File: config.mk
export PLATFORM = sky130hd
export DESIGN_NAME = spi_master_serial_port
export DESIGN_NICKNAME = d
export VERILOG_FILES = /design/src/spi_master_serial_port_pkg.sv /design/src/spi_master_serial_port.sv
export SDC_FILE = /design/constraint.sdc
export NUM_CORES = 1
export LEC_CHECK = 0
export BUFFER_PORTS_ARGS = -buffer_cell sky130_fd_sc_hd__buf_2
export CAP_MARGIN = 15
export CORE_MARGIN = 2
export CORE_UTILIZATION = 53
export DETAILED_ROUTE_END_ITERATION = 10
export PLACE_DENSITY_LB_ADDON = 0.08
export SLEW_MARGIN = 20
export SYNTH_ARGS = -nofsm -noshare
export SYNTH_HDL_FRONTEND = slang
export SYNTH_SLANG_ARGS = --single-unit
File: constraint.sdc
create_clock -name ref_clk_i -period 4.09 [get_ports ref_clk_i]
set_input_delay 0.818 -clock ref_clk_i [delete_from_list [all_inputs] [get_ports ref_clk_i]]
set_output_delay 0.818 -clock ref_clk_i [all_outputs]
set_load 0.02 [all_outputs]
File: src/spi_master_serial_port_pkg.sv
/*
  Shared constants and the state type for the serial peripheral master.
  Assumes a 125 MHz module clock on ref_clk_i; the cycle counts below are
  derived from that clock period.
*/
package spi_master_serial_port_pkg;

  // Module clock period and the shortest legal serial clock period.
  localparam int CLK_PERIOD_PS      = 8000;
  localparam int SCLK_MIN_PERIOD_PS = 37037;
  // Least half period in module cycles, rounded up.
  localparam int SCLK_MIN_HALF_CYC  =
    (SCLK_MIN_PERIOD_PS + 2 * CLK_PERIOD_PS - 1) / (2 * CLK_PERIOD_PS);

  // Select-to-clock and clock-to-release minimums, in module clock periods.
  localparam int LEAD_MIN_P    = 2;
  localparam int TRAIL_MIN_P   = 1;
  localparam int LEAD_MIN_CYC  = LEAD_MIN_P * CLK_PERIOD_PS / CLK_PERIOD_PS;
  localparam int TRAIL_MIN_CYC = TRAIL_MIN_P * CLK_PERIOD_PS / CLK_PERIOD_PS;

  // Prescaler floor that keeps the serial clock within its least period.
  localparam logic [7:0] PRESC_MIN = 8'(SCLK_MIN_HALF_CYC - 1);

  // Character length limits and shift register width.
  localparam logic [4:0] LEN_MIN = 5'h02;
  localparam logic [4:0] LEN_MAX = 5'h10;
  localparam int         SHIFT_W = 16;

  // Chip-select patterns, active low: bit 0 is select 0, bit 1 is select 1.
  localparam logic [1:0] CS_N_RST = 2'h3;
  localparam logic [1:0] CS_N_SEL0 = 2'h2;
  localparam logic [1:0] CS_N_SEL1 = 2'h1;

  // Reset values of the data outputs.
  localparam logic              SDO_RST = 1'h0;
  localparam logic [SHIFT_W-1:0] RX_RST = 16'h0000;

  // Frame sequencer, Gray coded along idle, lead, shift, trail.
  typedef enum logic [1:0] {
    ST_IDLE  = 2'b00,
    ST_LEAD  = 2'b01,
    ST_SHIFT = 2'b11,
    ST_TRAIL = 2'b10
  } state_t;

endpackage

File: src/spi_master_serial_port.sv
/*
  Serial peripheral master: one character of 2 to 16 bits per start pulse,
  two chip selects, prescaled serial clock, selectable polarity and phase.
  Assumes start_i and the configuration inputs come from logic on ref_clk_i,
  and serial_data_in_i comes from an external slave with no timing relation.
*/
// Behaviour
// (RQ1) The block is master only and always drives the serial clock itself.
// (RQ2) Two active-low chip selects address either of two slaves.
// (RQ3) The link runs three-wire without a select, or four-wire with one.
// (RQ4) Characters are 2 to 16 bits through a 16-bit shift register into a receive buffer.
// (RQ5) The block has its own interrupt output for its events.
// (RQ6) Separate receive and transmit DMA events are raised.
// (RQ7) The serial clock is the module clock divided by an 8-bit prescaler.
// (RQ8) Clock phase (no delay or half-cycle delay) and polarity are selectable.
// (RQ9) Phase 0, polarity 0: sample on falling edge, change output on rising edge.
// (RQ10) Phase 0, polarity 1: change output on falling edge, sample on rising edge.
// (RQ11) At least two module cycles, plus a programmable delay, pass from select low to the first clock edge.
// (RQ12) Select is held at least one module cycle plus half a serial clock, plus a programmable delay, after the last edge.
// (RQ13) The pins offer no general-purpose input/output use.
// (RQ14) Between transfers the serial clock rests at the polarity level.
// (RQ15) After the last bit the received character goes to the buffer and completion is signalled.
`timescale 1ns/100ps

module spi_master_serial_port (
  input  wire logic        ref_clk_i,
  input  wire logic        rst_i,
  input  wire logic        start_i,
  input  wire logic [15:0] tx_data_i,
  input  wire logic [4:0]  char_len_i,
  input  wire logic [7:0]  prescale_i,
  input  wire logic        clk_pol_i,
  input  wire logic        clk_pha_i,
  input  wire logic        cs_sel_i,
  input  wire logic        four_wire_i,
  input  wire logic [7:0]  select_to_transfer_delay_i,
  input  wire logic [7:0]  transfer_to_select_delay_i,
  input  wire logic        serial_data_in_i,
  output logic             sclk_o,
  output logic             serial_data_out_o,
  output logic [1:0]       cs_n_o,
  output logic [15:0]      rx_data_o,
  output logic             busy_o,
  output logic             irq_o,
  output logic             rx_dma_o,
  output logic             tx_dma_o
);

  spi_master_serial_port_pkg::state_t state_r;

  logic        s1_r;
  logic        s2_r;
  logic        s3_r;
  logic        din_r;
  logic [4:0]  len_r;
  logic [7:0]  presc_r;
  logic [7:0]  t2c_r;
  logic        cpol_r;
  logic        cpha_r;
  logic        four_r;
  logic [8:0]  ld_r;
  logic [7:0]  hc_r;
  logic [9:0]  tc_r;
  logic [4:0]  edge_r;
  logic [15:0] sh_r;
  logic [15:0] rx_sh_r;
  logic [4:0]  samp_r;
  logic        sclk_r;
  logic        sdo_r;
  logic [1:0]  cs_n_r;
  logic [15:0] rx_data_r;
  logic        busy_r;
  logic        irq_r;
  logic        rx_dma_r;
  logic        tx_dma_r;

  // Out-of-range lengths and prescales are clamped rather than refused.
  wire [4:0]  len_eff   = (char_len_i < spi_master_serial_port_pkg::LEN_MIN) ?
                          spi_master_serial_port_pkg::LEN_MIN :
                          ((char_len_i > spi_master_serial_port_pkg::LEN_MAX) ?
                           spi_master_serial_port_pkg::LEN_MAX : char_len_i);
  wire [7:0]  presc_eff = (prescale_i < spi_master_serial_port_pkg::PRESC_MIN) ?
                          spi_master_serial_port_pkg::PRESC_MIN : prescale_i;
  wire [4:0]  pad       = 5'h10 - len_eff;
  wire [15:0] tx_al     = tx_data_i << pad;
  wire        accept    = start_i && (state_r == spi_master_serial_port_pkg::ST_IDLE);
  wire        tick      = (state_r == spi_master_serial_port_pkg::ST_SHIFT) && (hc_r == 8'h00);
  wire [5:0]  last_idx  = {len_r, 1'b0} - 6'h01;
  wire        last      = ({1'b0, edge_r} == last_idx);
  wire        lead_edge = !edge_r[0];
  // Phase 0 changes data on leading edges and samples on trailing ones.
  wire        drv       = tick && (cpha_r ? (!lead_edge && !last) : lead_edge); // see RQ8
  wire        smp       = tick && (cpha_r ? lead_edge : !lead_edge); // see RQ9 see RQ10
  wire [15:0] rx_next   = smp ? {rx_sh_r[14:0], din_r} : rx_sh_r;
  wire [1:0]  cs_pick   = cs_sel_i ? spi_master_serial_port_pkg::CS_N_SEL1 :
                          spi_master_serial_port_pkg::CS_N_SEL0;
  wire [9:0]  trail_ld  = 10'(spi_master_serial_port_pkg::TRAIL_MIN_CYC) +
                          {2'b00, presc_r} + {2'b00, t2c_r};
  wire [8:0]  lead_ld   = 9'(spi_master_serial_port_pkg::LEAD_MIN_CYC - 1) +
                          {1'b0, select_to_transfer_delay_i};

  // The input is asynchronous; a level counts only when two stages agree.
  always_ff @(posedge ref_clk_i or posedge rst_i) begin
    if (rst_i) begin
      s1_r  <= 1'b0;
      s2_r  <= 1'b0;
      s3_r  <= 1'b0;
      din_r <= 1'b0;
    end else begin
      s1_r <= serial_data_in_i;
      s2_r <= s1_r;
      s3_r <= s2_r;
      if (s2_r == s3_r) begin
        din_r <= s3_r;
      end
    end
  end

  // Configuration is frozen per frame so a change mid-frame cannot tear it.
  always_ff @(posedge ref_clk_i or posedge rst_i) begin
    if (rst_i) begin
      len_r   <= spi_master_serial_port_pkg::LEN_MIN;
      presc_r <= spi_master_serial_port_pkg::PRESC_MIN;
      t2c_r   <= 8'h00;
      cpol_r  <= 1'b0;
      cpha_r  <= 1'b0;
      four_r  <= 1'b0;
    end else if (accept) begin
      len_r   <= len_eff; // see RQ4
      presc_r <= presc_eff; // see RQ7
      t2c_r   <= transfer_to_select_delay_i;
      cpol_r  <= clk_pol_i;
      cpha_r  <= clk_pha_i;
      four_r  <= four_wire_i;
    end
  end

  always_ff @(posedge ref_clk_i or posedge rst_i) begin
    if (rst_i) begin
      state_r <= spi_master_serial_port_pkg::ST_IDLE;
      busy_r  <= 1'b0;
      cs_n_r  <= spi_master_serial_port_pkg::CS_N_RST;
      ld_r    <= 9'h000;
      hc_r    <= 8'h00;
      tc_r    <= 10'h000;
      edge_r  <= 5'h00;
    end else begin
      unique case (state_r)
        spi_master_serial_port_pkg::ST_IDLE: begin
          if (accept) begin
            state_r <= spi_master_serial_port_pkg::ST_LEAD;
            busy_r  <= 1'b1;
            ld_r    <= lead_ld; // see RQ11
            cs_n_r  <= four_wire_i ? cs_pick : spi_master_serial_port_pkg::CS_N_RST; // see RQ2 see RQ3
          end
        end
        spi_master_serial_port_pkg::ST_LEAD: begin
          if (ld_r == 9'h000) begin
            state_r <= spi_master_serial_port_pkg::ST_SHIFT;
            hc_r    <= presc_r;
            edge_r  <= 5'h00;
          end else begin
            ld_r <= ld_r - 9'h001;
          end
        end
        spi_master_serial_port_pkg::ST_SHIFT: begin
          if (tick) begin
            hc_r   <= presc_r; // see RQ7
            edge_r <= edge_r + 5'h01;
            if (last) begin
              state_r <= spi_master_serial_port_pkg::ST_TRAIL;
              tc_r    <= trail_ld; // see RQ12
            end
          end else begin
            hc_r <= hc_r - 8'h01;
          end
        end
        spi_master_serial_port_pkg::ST_TRAIL: begin
          if (tc_r == 10'h000) begin
            state_r <= spi_master_serial_port_pkg::ST_IDLE;
            busy_r  <= 1'b0;
            cs_n_r  <= spi_master_serial_port_pkg::CS_N_RST;
          end else begin
            tc_r <= tc_r - 10'h001;
          end
        end
      endcase
    end
  end

  // The clock is always ours; it follows the polarity input while idle.
  always_ff @(posedge ref_clk_i or posedge rst_i) begin
    if (rst_i) begin
      sclk_r <= 1'b0;
    end else if (state_r == spi_master_serial_port_pkg::ST_IDLE) begin
      sclk_r <= clk_pol_i; // see RQ1 see RQ14
    end else if (tick) begin
      sclk_r <= ~sclk_r;
    end
  end

  // Transmit is most significant bit first from the left-aligned character.
  always_ff @(posedge ref_clk_i or posedge rst_i) begin
    if (rst_i) begin
      sh_r  <= 16'h0000;
      sdo_r <= spi_master_serial_port_pkg::SDO_RST;
    end else if (accept) begin
      sh_r <= clk_pha_i ? {tx_al[14:0], 1'b0} : tx_al; // see RQ4
      if (clk_pha_i) begin
        sdo_r <= tx_al[15]; // see RQ8
      end
    end else if (drv) begin
      sh_r  <= {sh_r[14:0], 1'b0};
      sdo_r <= sh_r[15]; // see RQ9 see RQ10
    end
  end

  always_ff @(posedge ref_clk_i or posedge rst_i) begin
    if (rst_i) begin
      rx_sh_r <= spi_master_serial_port_pkg::RX_RST;
      samp_r  <= 5'h00;
    end else if (accept) begin
      rx_sh_r <= spi_master_serial_port_pkg::RX_RST;
      samp_r  <= 5'h00;
    end else if (smp) begin
      rx_sh_r <= rx_next;
      samp_r  <= samp_r + 5'h01;
    end
  end

  // Completion fires on the last clock edge, before the select is released.
  always_ff @(posedge ref_clk_i or posedge rst_i) begin
    if (rst_i) begin
      rx_data_r <= spi_master_serial_port_pkg::RX_RST;
      irq_r     <= 1'b0;
      rx_dma_r  <= 1'b0;
      tx_dma_r  <= 1'b0;
    end else begin
      if (tick && last) begin
        rx_data_r <= rx_next; // see RQ15
      end
      irq_r    <= tick && last; // see RQ5
      rx_dma_r <= tick && last; // see RQ6
      tx_dma_r <= accept; // see RQ6
    end
  end

  // The pins are serial only; no general-purpose path exists here (see RQ13).
  assign sclk_o            = sclk_r;
  assign serial_data_out_o = sdo_r;
  assign cs_n_o            = cs_n_r;
  assign rx_data_o         = rx_data_r;
  assign busy_o            = busy_r;
  assign irq_o             = irq_r;
  assign rx_dma_o          = rx_dma_r;
  assign tx_dma_o          = tx_dma_r;

  // Helper logic for the checks below: cycles since the last clock change.
  logic       sclk_q_r;
  logic [9:0] gap_r;
  logic       seen_r;
  wire        tgl    = (sclk_o != sclk_q_r);
  wire [9:0]  half_w = {2'b00, presc_r} + 10'h001;

  always_ff @(posedge ref_clk_i or posedge rst_i) begin
    if (rst_i) begin
      sclk_q_r <= 1'b0;
      gap_r    <= 10'h000;
      seen_r   <= 1'b0;
    end else begin
      sclk_q_r <= sclk_o;
      gap_r    <= tgl ? 10'h001 : ((gap_r == 10'h3ff) ? gap_r : gap_r + 10'h001);
      seen_r   <= busy_o && (seen_r || (tgl && (state_r != spi_master_serial_port_pkg::ST_LEAD)));
    end
  end
endmodule

==> run summary, run 1 <==
The synthesized design contains 115 register bits. At the end of the flow, the number of nets in the layout was 882. The clock reaches the later pin of the worst-skew pair after 0.41 ns. The tightest min-delay check is of the flip-flop to flip-flop type. The run gives 5588 as the number of global-route vias before repair. The logs give 335 MHz for the highest clock frequency the design can meet and 0 for the number of max-slew violations in the final report.

The placeable core area was 12200 um2. The tools report the hold path startpoint as s1_r. The synthesis-to-finish area growth is 17.0%.

The proportion of netlist area held by the largest area contributor was 0.417. The final clock period utilization by the worst path was 0.730. The run gives 0 as the post-cts gate resize count. After synthesis, the cell types taking the most area are dfrtp_1 42%, nand2_1 6.1%, mux2i_1 5.9%.

Starting utilization of the core area: 0.548. The routed length on met1 is 7490 um. The routed layout has 5806 vias. The run finished with clean final reports.

Counting every sink on the clock net gives 115. In the final routed layout, each cell accounts on average for 16.6 um. Using the TritonRoute via totals, the vias-per-cell ratio works out to 5.84.

The routed design has 16500 um of wire. The critical path class was primary input to flip-flop. Power spread over the standard cell area amounts to 568 nW/um2. For the worst flop-to-flop path, the logic depth is 8. For the final routed database, the setup TNS stands at 0 ns. Of all nets on the critical path, the largest fanout is 8. The tools report the kind of launch point of the worst setup path as a primary input. The logs give 0 for the max-cap violation count and 0 for the number of diodes. The run gives 0.433 as the sequential share of the synthesized area.

The logs give 0 for the number of endpoints with negative hold slack in the final report and 77 for the I/O pin count. At the worst endpoint, the required time is 4.36 ns. The number of enable-type register cells in the synthesized netlist was 0.

STA classifies the critical path endpoint as a flip-flop. Once detail routing completed, the nets flagged for antenna violations numbered 0. The unique cell type count in the Yosys netlist is 65, and the normalized max-slew margin is 0.362.

After detailed routing, the met3 layer carries 741 um of wire. Counting instances, the worst hold path has a depth of 0. For the row count, the log shows 40.

The clock passes through at most 2 buffers. In the synthesized netlist the dominant register cell turns out to be dfrtp_1. TritonCTS built the clock tree.

Global routing finished with a remaining overflow of 0. Endpoint of the most critical register-to-register path: rx_data_o[15]. The count of mapped cells out of synthesis is 747. The tools report the endpoint with the worst hold slack as s2_r.

The total routing usage reported by global routing was 0.262; the longest individual stage delay on the worst path was 0.51 ns. The run gives 5 as the total iterations of the first detailed-routing run. Once layout is done, the placed cells without fillers occupy 7790 um2. In this run the clock root is driven by a clkbuf_16. Entering global routing, the biggest net connects 66 pins.

Summed over all instances, the cell type with the most area after synthesis is dfrtp_1. CTS built an H-tree with a depth of 4. Between clock sinks in the finished design, the worst skew comes to 0.00595 ns. The proportion of layout cells with a drive suffix above 1 was 0.176.

From left edge to right edge, the die measures 116 um. Setup repair after global routing left no endpoint under its margin. The placed instances occupy a cell area of 7170 um2.

The number of warning messages in the yosys log is 0, and the vertical extent of the die is 116 um. The slew of the pin with the lowest slew margin is 0.954 ns. The highest metal layer carrying signal wires in the routed design is met4.

Leakage power figure: 3.75 nW. For the half-perimeter wire length after detailed placement, the log shows 11600 um. The startpoint identified for the worst register-to-register timing path is hc_r[0]. Netlist area before placement: 6660 um2.

Setup violations remaining at the end of the flow were counted as 0. The global-route wire length before repair was 27400 um; the average footprint of a synthesized cell was 8.92 um2. Async set-or-reset flop fraction in the synthesized netlist: 1.00.

Input and output buffers added on the ports amount to 76. For the initial detailed-routing violation count, the log shows 429. The slowest stage of the critical path is the or4b_1 cell. After layout, the minimum clock period comes to 2.99 ns.

The critical path goes through buf_2 > o31a_1 > inv_6 > ha_1 > or4b_1 > nand2_1 > or3_1 > nor3_1 > a22o_1 > a311oi_1 > o211ai_1. DRC violation count after routing: 0. On the final layout, the worst hold slack is 0.352 ns. Hold repair after CTS inserted 0 buffers.

For flop-to-flop paths, the worst setup slack is 1.11 ns. In the detailed route, the total length drawn on met2 is 7970 um. The post-synthesis net count is 816, and the post-CTS setup repair buffer count is 0. TritonCTS created 17 clock buffers. The logs give 0.000316 V for the worst voltage drop across the vdd grid and 0.982 for the global placement routability congestion. For the worst setup path, the data arrival time is 3.26 ns.

The area of the die was 13500 um2. After clock tree synthesis, the clock-pin slew on the worst setup and hold paths is 0.05 ns. The initial antenna violation count was 0.
## power by group
group          total, W  switching (W)  internal, W
logic           0.00115       0.000671     0.000483
clock network   0.00157       0.000520      0.00105
registers       0.00171       0.000254      0.00145
total           0.00443        0.00144      0.00298
## critical path, delay by kind of cell
| kind | cells | cell delay, ns |
|---|---|---|
| AO/OA/AOI/OAI | 4 | 1.02 |
| adder cells (fa/ha/maj) | 1 | 0.22 |
| AND/OR/NAND/NOR | 4 | 0.96 |
| buffers and inverters | 2 | 0.23 |
## registers in the layout, summed over array words and instances (netlist names), 2 cells and up
register   count
cs_n_o         2
rx_sh_r       16
edge_r         5
t2c_r          8
len_r          5
ld_r           9
tc_r          10
rx_data_o     16
hc_r           8
state_r        2
sh_r          16
presc_r        8
## cells in the mapped netlist, types with 5 or more instances
cell type / n
nor2_1: 95
mux4_2: 6
inv_1: 19
mux2_2: 6
nand4_1: 10
nand2_1: 108
xor2_1: 12
a211o_1: 5
a211oi_1: 6
nand2b_1: 9
xnor2_1: 10
dfrtp_1: 111
or3_1: 9
mux2i_1: 39
o211ai_1: 6
a31oi_1: 6
a21oi_1: 55
a22o_1: 5
nor4_1: 5
clkbuf_1: 31
ha_1: 15
nor3_1: 19
and3_1: 5
nand3_1: 14
o21ai_0: 51
o22ai_1: 12
## cells by family (layout without fill, tap and decap cells)
group	after synthesis	count (layout)	share of synthesized area
xor gates and xnor gates	22	22	0.0289
and+or+nand+nor	298	298	0.205
muxes	51	51	0.0890
AOI/OAI and AO/OA	184	184	0.173
buffers and inverters	60	139	0.0391
adders and majority gates	17	17	0.0327
DFF	115	115	0.433
## layer usage
layer,GRT usage,up-vias
met3,0.0535,27
met5,0,-
met2,0.430,148
met1,0.346,2827
met4,0.100,0
li1,-,2804
## final cells by class
type / instances / area, um2
flip-flops and latches: 115 / 2880
inverters: 20 / 82.6
fillers: 1031 / 4370
multi-input cells: 572 / 3520
clock buffers: 22 / 464
clock inverters: 10 / 155
repair buffers: 87 / 475
well taps: 168 / 210
## placed cells by master, fill, tap and decap left out, types with 5 or more instances in the layout
| cell | instances |
|---|---|
| o22ai_1 | 12 |
| buf_2 | 76 |
| xor2_1 | 12 |
| o21ai_0 | 50 |
| a31oi_1 | 6 |
| xnor2_1 | 10 |
| mux2i_1 | 39 |
| buf_4 | 10 |
| nor2_1 | 94 |
| nand2b_1 | 9 |
| a211oi_1 | 6 |
| mux2_2 | 6 |
| nor3_1 | 19 |
| mux4_2 | 6 |
| nor4_1 | 5 |
| ha_1 | 15 |
| a21oi_1 | 55 |
| a22o_1 | 5 |
| nand4_1 | 10 |
| o211ai_1 | 6 |
| dfrtp_1 | 111 |
| a211o_1 | 5 |
| nand2_1 | 108 |
| clkbuf_16 | 17 |
| inv_1 | 18 |
| or3_1 | 9 |
| nand3_1 | 14 |
| and3_1 | 5 |
## through the flow
| stage | std cells | util | power, W | worst slack [ns] |
|---|---|---|---|---|
| 2_1_floorplan | 747 | - | 0.00254 | 0.235 |
| 3_3_place_gp | 962 | 0.590 | 0.00281 | 0.715 |
| 3_5_place_dp | 962 | 0.590 | 0.00286 | 0.704 |
| 4_1_cts | 994 | 0.641 | 0.00445 | 1.13 |
| 5_1_grt | 994 | 0.641 | 0.00470 | 0.843 |
| 6_report | 994 | 0.641 | 0.00443 | 1.10 |
## worst max-delay path by stage
stage              endpoint  slack [ns]     startpoint  cells after the start
2_1_floorplan        busy_o        0.23          rst_i                      1
3_3_place_gp       sh_r[14]        0.71  char_len_i[4]                      9
3_5_place_dp       sh_r[14]        0.70  char_len_i[4]                      9
4_1_cts        rx_data_o[3]        1.13        hc_r[0]                      8
5_1_grt        rx_data_o[1]        0.84        hc_r[0]                      8
6_report           sh_r[15]        1.10  char_len_i[1]                     11
(Power assumes the default switching activity.)
==> inputs of run 2 (changes only) <==
ABC_AREA = 1   (was not set)
CORE_UTILIZATION = 55   (was 53)
clock period = 2.81 ns   (was 4.09 ns; I/O delays follow)
==> run summary, run 2 <==
The flow ran to the end, and the final reports show no timing, DRC or antenna violations. Compound-cell area share of the yosys netlist: 0.114. In the layout the commonest cells are 223 x nand2_1, 133 x nand3_1, 111 x dfrtp_1, 97 x o21ai_0, 90 x inv_1. The average footprint of a synthesized cell is 7.44 um2, and the clock latency of the later-clocked register in the worst-skew pair is 0.41 ns.

The number of buffers inserted by port buffering works out to 76. The die boundary width was 116 um. The I/O pin count is 77.

Final count of negative-setup-slack endpoints: 0. Summed over all instances, the cell type with the most area after synthesis is dfrtp_1. The highest clock frequency the design can meet was 417 MHz; the arithmetic-cell share of the synthesized area counting full adders, half adders and majority gates was 0.0314.

The starting utilization of the core area is 0.570, and the post-placement cell count is 1148. The routed design could run at a clock period as short as 2.40 ns. The maximum fanout count along the critical path was 16. The most common cell in the synthesized netlist is nand2_1. The post-cts gate resize count is 0, and the vertical extent of the die is 116 um.

Synthesis inferred 115 register bits. For the final database, setup skew stands at 0.00682 ns. The multiplexer area fraction after synthesis is 0. The final clock period utilization by the worst path works out to 0.854. The xor/xnor cell area share of the yosys netlist is 0.0341. The leakage power figure came out at 4.05 nW. The routed wire length per instance came out at 13.2 um. Setup repair after global routing left no endpoint under its margin.

TritonCTS created 17 clock buffers. The number of global-route vias before repair was 5785; the worst voltage drop across the vdd grid was 0.000557 V. At the end of the flow, the number of nets in the layout was 1068. Proportion of layout cells with a drive suffix above 1: 0.166. In this run the post-CTS setup repair buffer count came out at 0.

The critical path starts at len_r[1]. Fill cells in the final layout number 1091. Summing every instance area after synthesis gives 6930 um2. At the pin with the least slew margin, the transition time is 0.704 ns. The count of mapped cells out of synthesis was 931.

The initial antenna violation count is 0. The worst register-to-register path begins at len_r[1]. In this run the core area contains 40 standard-cell rows. Proportion of netlist area held by the largest area contributor: 0.401.

The critical path class was flip-flop to flip-flop. The worst register-to-register path ends at sh_r[14]. STA classifies the critical path startpoint as a flip-flop. The tools report the met2 track demand over resource in global routing as 0.394. Dominant combinational cell family by area after synthesis: simple AND/OR/NAND/NOR gates. In the synthesized netlist the dominant register cell turns out to be dfrtp_1.

STA puts the critical path data required time at 3.11 ns. After global routing, the most crowded layer is met2. The max-cap violation count was 0. The post-synthesis share of cell area spent on and, or, nand and nor gates is 0.320.

Traced cell by cell, the critical path runs through inv_1 > ha_1 > xor2_1 > nand3_1 > nor2_1 > nand3_1 > nand2_2 > nand2_2 > or2_2 > nand2_1 > inv_1. The number of nets in the synthesized netlist is 1000. The tools report the register-to-register setup slack as 0.41 ns. TritonCTS built the clock tree. The maximum number of pins on one net before global-route repair was 116; the overall overflow remaining after global route was 0.

The sequential share of the synthesized area was 0.416. The termination of the worst setup path was sh_r[14]. By count the netlist is led by 223 x nand2_1, 133 x nand3_1, 111 x dfrtp_1. For the number of endpoints with negative hold slack in the final report, the log shows 0. The summed negative setup slack over all endpoints was 0 ns; the power per standard cell area was 994 nW/um2. For the number of max-slew violations in the final report, the log shows 0. Relative to the synthesized area, the layout overhead comes to 15.8%. After clock tree synthesis, the flow added hold-fix buffers numbering 0. The arrival time reported for the critical path endpoint was 2.70 ns. The total routing usage reported by global routing is 0.241, and the register clock-pin slew on the reported worst setup and hold paths is 0.05 ns. The half-perimeter wire length after detailed placement came out at 10800 um. The root buffer selected by CTS was clkbuf_16.

Met3 track demand over resource: 0.0519. During synthesis, Yosys emitted a total of 0 warnings. The first detailed-routing pass ran for 7 iterations.

For this design, the slowest cell found on the critical path is dfstp_2. In the routed design, unresolved DRC markers number 0. The floorplan step defined a die boundary enclosing 13500 um2.

Async set-or-reset flop fraction in the synthesized netlist: 1.00. Normalized max-slew margin: 0.530. The clock passes through at most 2 buffers. For the end-of-flow core utilization, the log shows 0.660.

The number of diodes is 0, and the unique cell type count in the Yosys netlist is 48. The tools report the met1 track demand over resource in global routing as 0.324. Counting every sink on the clock net gives 115.

The number of H-tree levels is 4. STA classifies the critical path endpoint as a flip-flop. The placeable core area was 12200 um2. Once detail routing completed, the nets flagged for antenna violations numbered 0. The routed wire length was 15500 um; the initial detailed-routing violation count was 498. The number of vias per cell was 5.32; the non-filler instance count after layout was 1180.

The type of the tightest min-delay check is primary input to flip-flop. The library cell used most frequently in the layout, excluding fill and tap cells, is nand2_1. The length in cells of the worst reg-to-reg path came out at 11. For this block, the via count after detailed routing is 6275.

For this run, the slowest stage of the critical path takes 0.51 ns. Sorting the synthesized cells by area gives the leading types as dfrtp_1 40%, nand2_1 12%, nand3_1 9.6%. The congestion estimate from routability-driven global placement came to 0.937. The first global-routing pass estimated 26000 um of wire. The synthesized design contains 0 enable-type register cells.
-- run 2: changes by cell type after synthesis, sizes merged, moves of 35 or more --
| cell | delta |
|---|---|
| o21ai | +51 |
| nand3 | +120 |
| inv | +78 |
| a21oi | -35 |
| nand2 | +129 |
| mux2i | -39 |
-- run 2: how the worst min path moves through the flow --
| stage | from | endpoint | slack [ns] | cells after the start |
|---|---|---|---|---|
| 2_1_floorplan | s1_r | s2_r | 0.33 | 0 |
| 4_1_cts | serial_data_in_i | s1_r | 0.24 | 1 |
| 3_5_place_dp | s1_r | s2_r | 0.34 | 0 |
| 6_report | serial_data_in_i | s1_r | 0.26 | 1 |
| 5_1_grt | serial_data_in_i | s1_r | 0.24 | 1 |
| 3_3_place_gp | s1_r | s2_r | 0.33 | 0 |
-- run 2: metrics by stage --
stage | cell area (um2) | worst slack, ns | hold WS (ns) | power [W]
6_report | 8020 | 0.411 | 0.256 | 0.00797
3_3_place_gp | 7410 | 0.254 | 0.332 | 0.00571
2_1_floorplan | 6930 | 0.262 | 0.331 | 0.00507
5_1_grt | 8020 | 0.159 | 0.245 | 0.00866
3_5_place_dp | 7410 | 0.222 | 0.337 | 0.00575
4_1_cts | 8020 | 0.402 | 0.241 | 0.00802
-- run 2: kinds of logic after synthesis --
family | count (synthesis)
buffers and inverters | 137
adders and majority gates | 17
DFF | 115
xor gates and xnor gates | 27
AOI/OAI and AO/OA | 144
and+or+nand+nor | 491
-- run 2: layout make-up --
type	instances	area, um2	area share
clock inverters	12	158	0.0197
inverters	100	382	0.0476
well taps	168	210	0.0262
multi-input cells	679	3460	0.432
clock buffers	20	457	0.0569
repair buffers	86	468	0.0583
flip-flops and latches	115	2880	0.359
-- run 2: routing by layer --
metal | share of wire | vias up | wire, um
li1 | - | 3180 | -
met1 | 0.47 | 2933 | 7300
met4 | 0.011 | 0 | 168
met5 | 0 | - | 0
met3 | 0.043 | 17 | 666
met2 | 0.48 | 145 | 7390
-- run 2: report_power, final --
| part | switching, W | internal [W] | leakage (nW) |
|---|---|---|---|
| clock | 0.000766 | 0.00144 | 0.292 |
| combinational | 0.00196 | 0.00116 | 2.30 |
| sequential | 0.000395 | 0.00226 | 1.46 |
| total | 0.00312 | 0.00486 | 4.05 |
-- run 2: critical path, delay by kind of cell (launching register included) --
kind / cells / cell delay (ns)
simple gates: 7 / 1.23
flops: 1 / 0.51
fa+ha+maj: 1 / 0.28
xor+xnor: 1 / 0.16
buf+inv: 2 / 0.10
==> inputs of run 3 (changes only) <==
RECOVER_POWER = 50   (was not set)
==> run summary, run 3 (same netlist as run 2, synthesis figures left out) <==
The minimum clock period after layout was 2.41 ns; the buffer and inverter count on the worst path was 2. With fillers left out, the area of the finished cells amounts to 8000 um2. The vertical extent of the die is 116 um, and the maximum number of pins on one net before global-route repair is 116. The nature of the critical path endpoint is a flip-flop. The checks that failed: max-capacitance violations, max-slew violations. After detailed routing, the number of remaining DRC violations is 0.

The sequential cell area in the final layout is 2880 um2. The global-route wire length before repair was 26000 um; the synthesis-to-finish area growth was 15.5%. The number of endpoints with negative hold slack in the final report is 0. In this run, CTS created clock tree buffers numbering 17.

After clock tree synthesis, the flow added hold-fix buffers numbering 0. The number of global-route vias before repair came out at 5785. STA classifies the critical path startpoint as a flip-flop. Detailed placement finished with a half-perimeter wire length of 10800 um. Post-cts gate resize count: 0. The most critical setup path has its startpoint at len_r[1]. After the flow finishes, the layout carries non-filler instances totaling 1180.

The tools report the maximum count of clock buffers along a single path as 2. The number of antenna diodes in the final layout is 0. The logs give 7410 um2 for the placed cell area and 4 for the number of H-tree levels. The final clock period utilization by the worst path was 0.858; the initial antenna violation count was 0. After detailed routing, the average wire length per cell comes to 13.1 um. The starting utilization of the core area came out at 0.570. The signal on the critical path passes through inv_1 > ha_1 > xor2_1 > nand3_1 > nor2_1 > nand3_1 > nand2_2 > nand2_2 > or2_2 > nand2_1 > inv_1. The tools report the row count as 40. Endpoint of the most critical register-to-register path: sh_r[14]. The post-CTS setup repair buffer count is 0.

The startpoint identified for the worst register-to-register timing path is len_r[1]. The combined area of the multi-input logic cells came out at 3460 um2. Setup repair after global routing left no endpoint under its margin. For this run, the slowest stage of the critical path takes 0.51 ns. The logs give 1 for the max-cap violation count and 115 for the count of clock tree sinks.

The number of buffers inserted by port buffering came out at 76. TritonCTS built the clock tree. Clock tree synthesis selected as its root buffer the cell clkbuf_16.

The count of cell instances traversed by the critical path is 11, and the number of max-slew violations in the final report is 116. The logs give -0.0205 for the normalized max-slew margin and 15400 um for the routed wire length. The termination of the worst setup path is sh_r[14]. The arrival time reported for the critical path endpoint is 2.71 ns. Clock skew on the completed layout was measured at 0.00796 ns. The slew of the pin with the lowest slew margin came out at 1.53 ns. Cell type group with the largest total delay on the critical path: simple AND/OR/NAND/NOR gates.

Data on the critical path is required at its endpoint by 3.11 ns. The total overflow left after global routing is 0. The run gives 0.40 ns as the register-to-register setup slack. After detailed routing, the number of vias per cell comes to 5.31. The logs give 0.658 for the end-of-flow core utilization and 0.00797 W for the total design power. The worst setup path is of the flip-flop to flip-flop kind.

In the layout the commonest cells are 223 x nand2_1, 133 x nand3_1, 111 x dfrtp_1, 97 x o21ai_0, 90 x inv_1. The placeable core area is 12200 um2, and the number of nets in the finished design is 1068. IR analysis of the VDD net gives a maximum drop of 0.000556 V. The tools report the final count of negative-setup-slack endpoints as 0.

For this design the top-level I/O count stands at 77. In this run the worst path has a maximum fanout of 16. The die boundary width is 116 um, and the number of routed nets with antenna violations is 0. In this run, the number of DRC markers left after iteration 0 of detailed routing was 472. For this run, the detailed router's first-pass iteration total came to 5. Counting the fill cells in the layout gives 1098. The tightest min-delay check is of the primary input to flip-flop type. Slowest cell on the critical path: dfstp_2. Register clock-pin slew on the reported worst setup and hold paths: 0.05 ns. For this design the ratio of total power to cell area is 996 nW/um2. The count of vias placed by the detailed router came out at 6269. The clock latency of the later-clocked register in the worst-skew pair was 0.41 ns; the post-placement cell count was 1148. The congestion estimate from routability-driven global placement came to 0.937. The flow ran to the end, but the final reports show violations. The die covers 13500 um2. Based on the critical path, the design can be clocked at up to 415 MHz.

The most common cell after layout, fill and taps aside is nand2_1. The analysis attributes to cell leakage a power of 4.01 nW. Proportion of layout cells with a drive suffix above 1: 0.157. The total routing usage reported by global routing was 0.241. After routing, the total negative slack on setup checks comes to 0 ns. Measured in cells, the most critical reg-to-reg path has a length of 11.
-- run 3: cell types whose count changed in the layout (fill, tap and decap cells not counted), sizes merged --
| cell | delta |
|---|---|
| buf | -10 |
| clkbuf | +10 |
-- run 3: worst register-to-register path, stage by stage (launching register included) --
cell and delay (ns):
dfstp_2 0.51, inv_1 0.06, ha_1 0.28, xor2_1 0.16
nand3_1 0.09, nor2_1 0.15, nand3_1 0.11, nand2_2 0.25
nand2_2 0.25, or2_2 0.33, nand2_1 0.07, inv_1 0.04
-- run 3: layout make-up --
| class | count | area share |
|---|---|---|
| inverter | 100 | 0.0477 |
| clock inverter | 12 | 0.0197 |
| multi-input combinational | 679 | 0.433 |
| tap | 168 | 0.0263 |
| clock buffer | 20 | 0.0571 |
| timing repair buffer | 86 | 0.0555 |
| sequential | 115 | 0.360 |
-- run 3: worst min-delay path by stage --
stage / startpoint / endpoint / cells past startpoint
floorplan: s1_r / s2_r / 0
global placement: s1_r / s2_r / 0
detailed placement: s1_r / s2_r / 0
CTS: serial_data_in_i / s1_r / 1
global route: serial_data_in_i / s1_r / 1
finish: serial_data_in_i / s1_r / 1
-- run 3: report_power, final --
part	internal (W)	switching, W	total [W]	leakage (nW)
logic	0.00115	0.00196	0.00311	2.26
clock network	0.00144	0.000766	0.00221	0.292
registers	0.00226	0.000395	0.00265	1.46
-- run 3: stage by stage --
step | setup WS [ns] | hold WS (ns)
after floorplan | 0.262 | 0.331
after global placement | 0.254 | 0.332
after detailed placement | 0.222 | 0.337
after CTS | 0.402 | 0.241
after global routing | 0.159 | 0.245
final | 0.399 | 0.256
-- run 3: per-layer routing --
metal	track usage	share of wire	up-vias
li1	-	-	3181
met5	0	0	-
met4	0.0770	0.011	0
met1	0.324	0.47	2928
met2	0.394	0.48	142
met3	0.0519	0.041	18
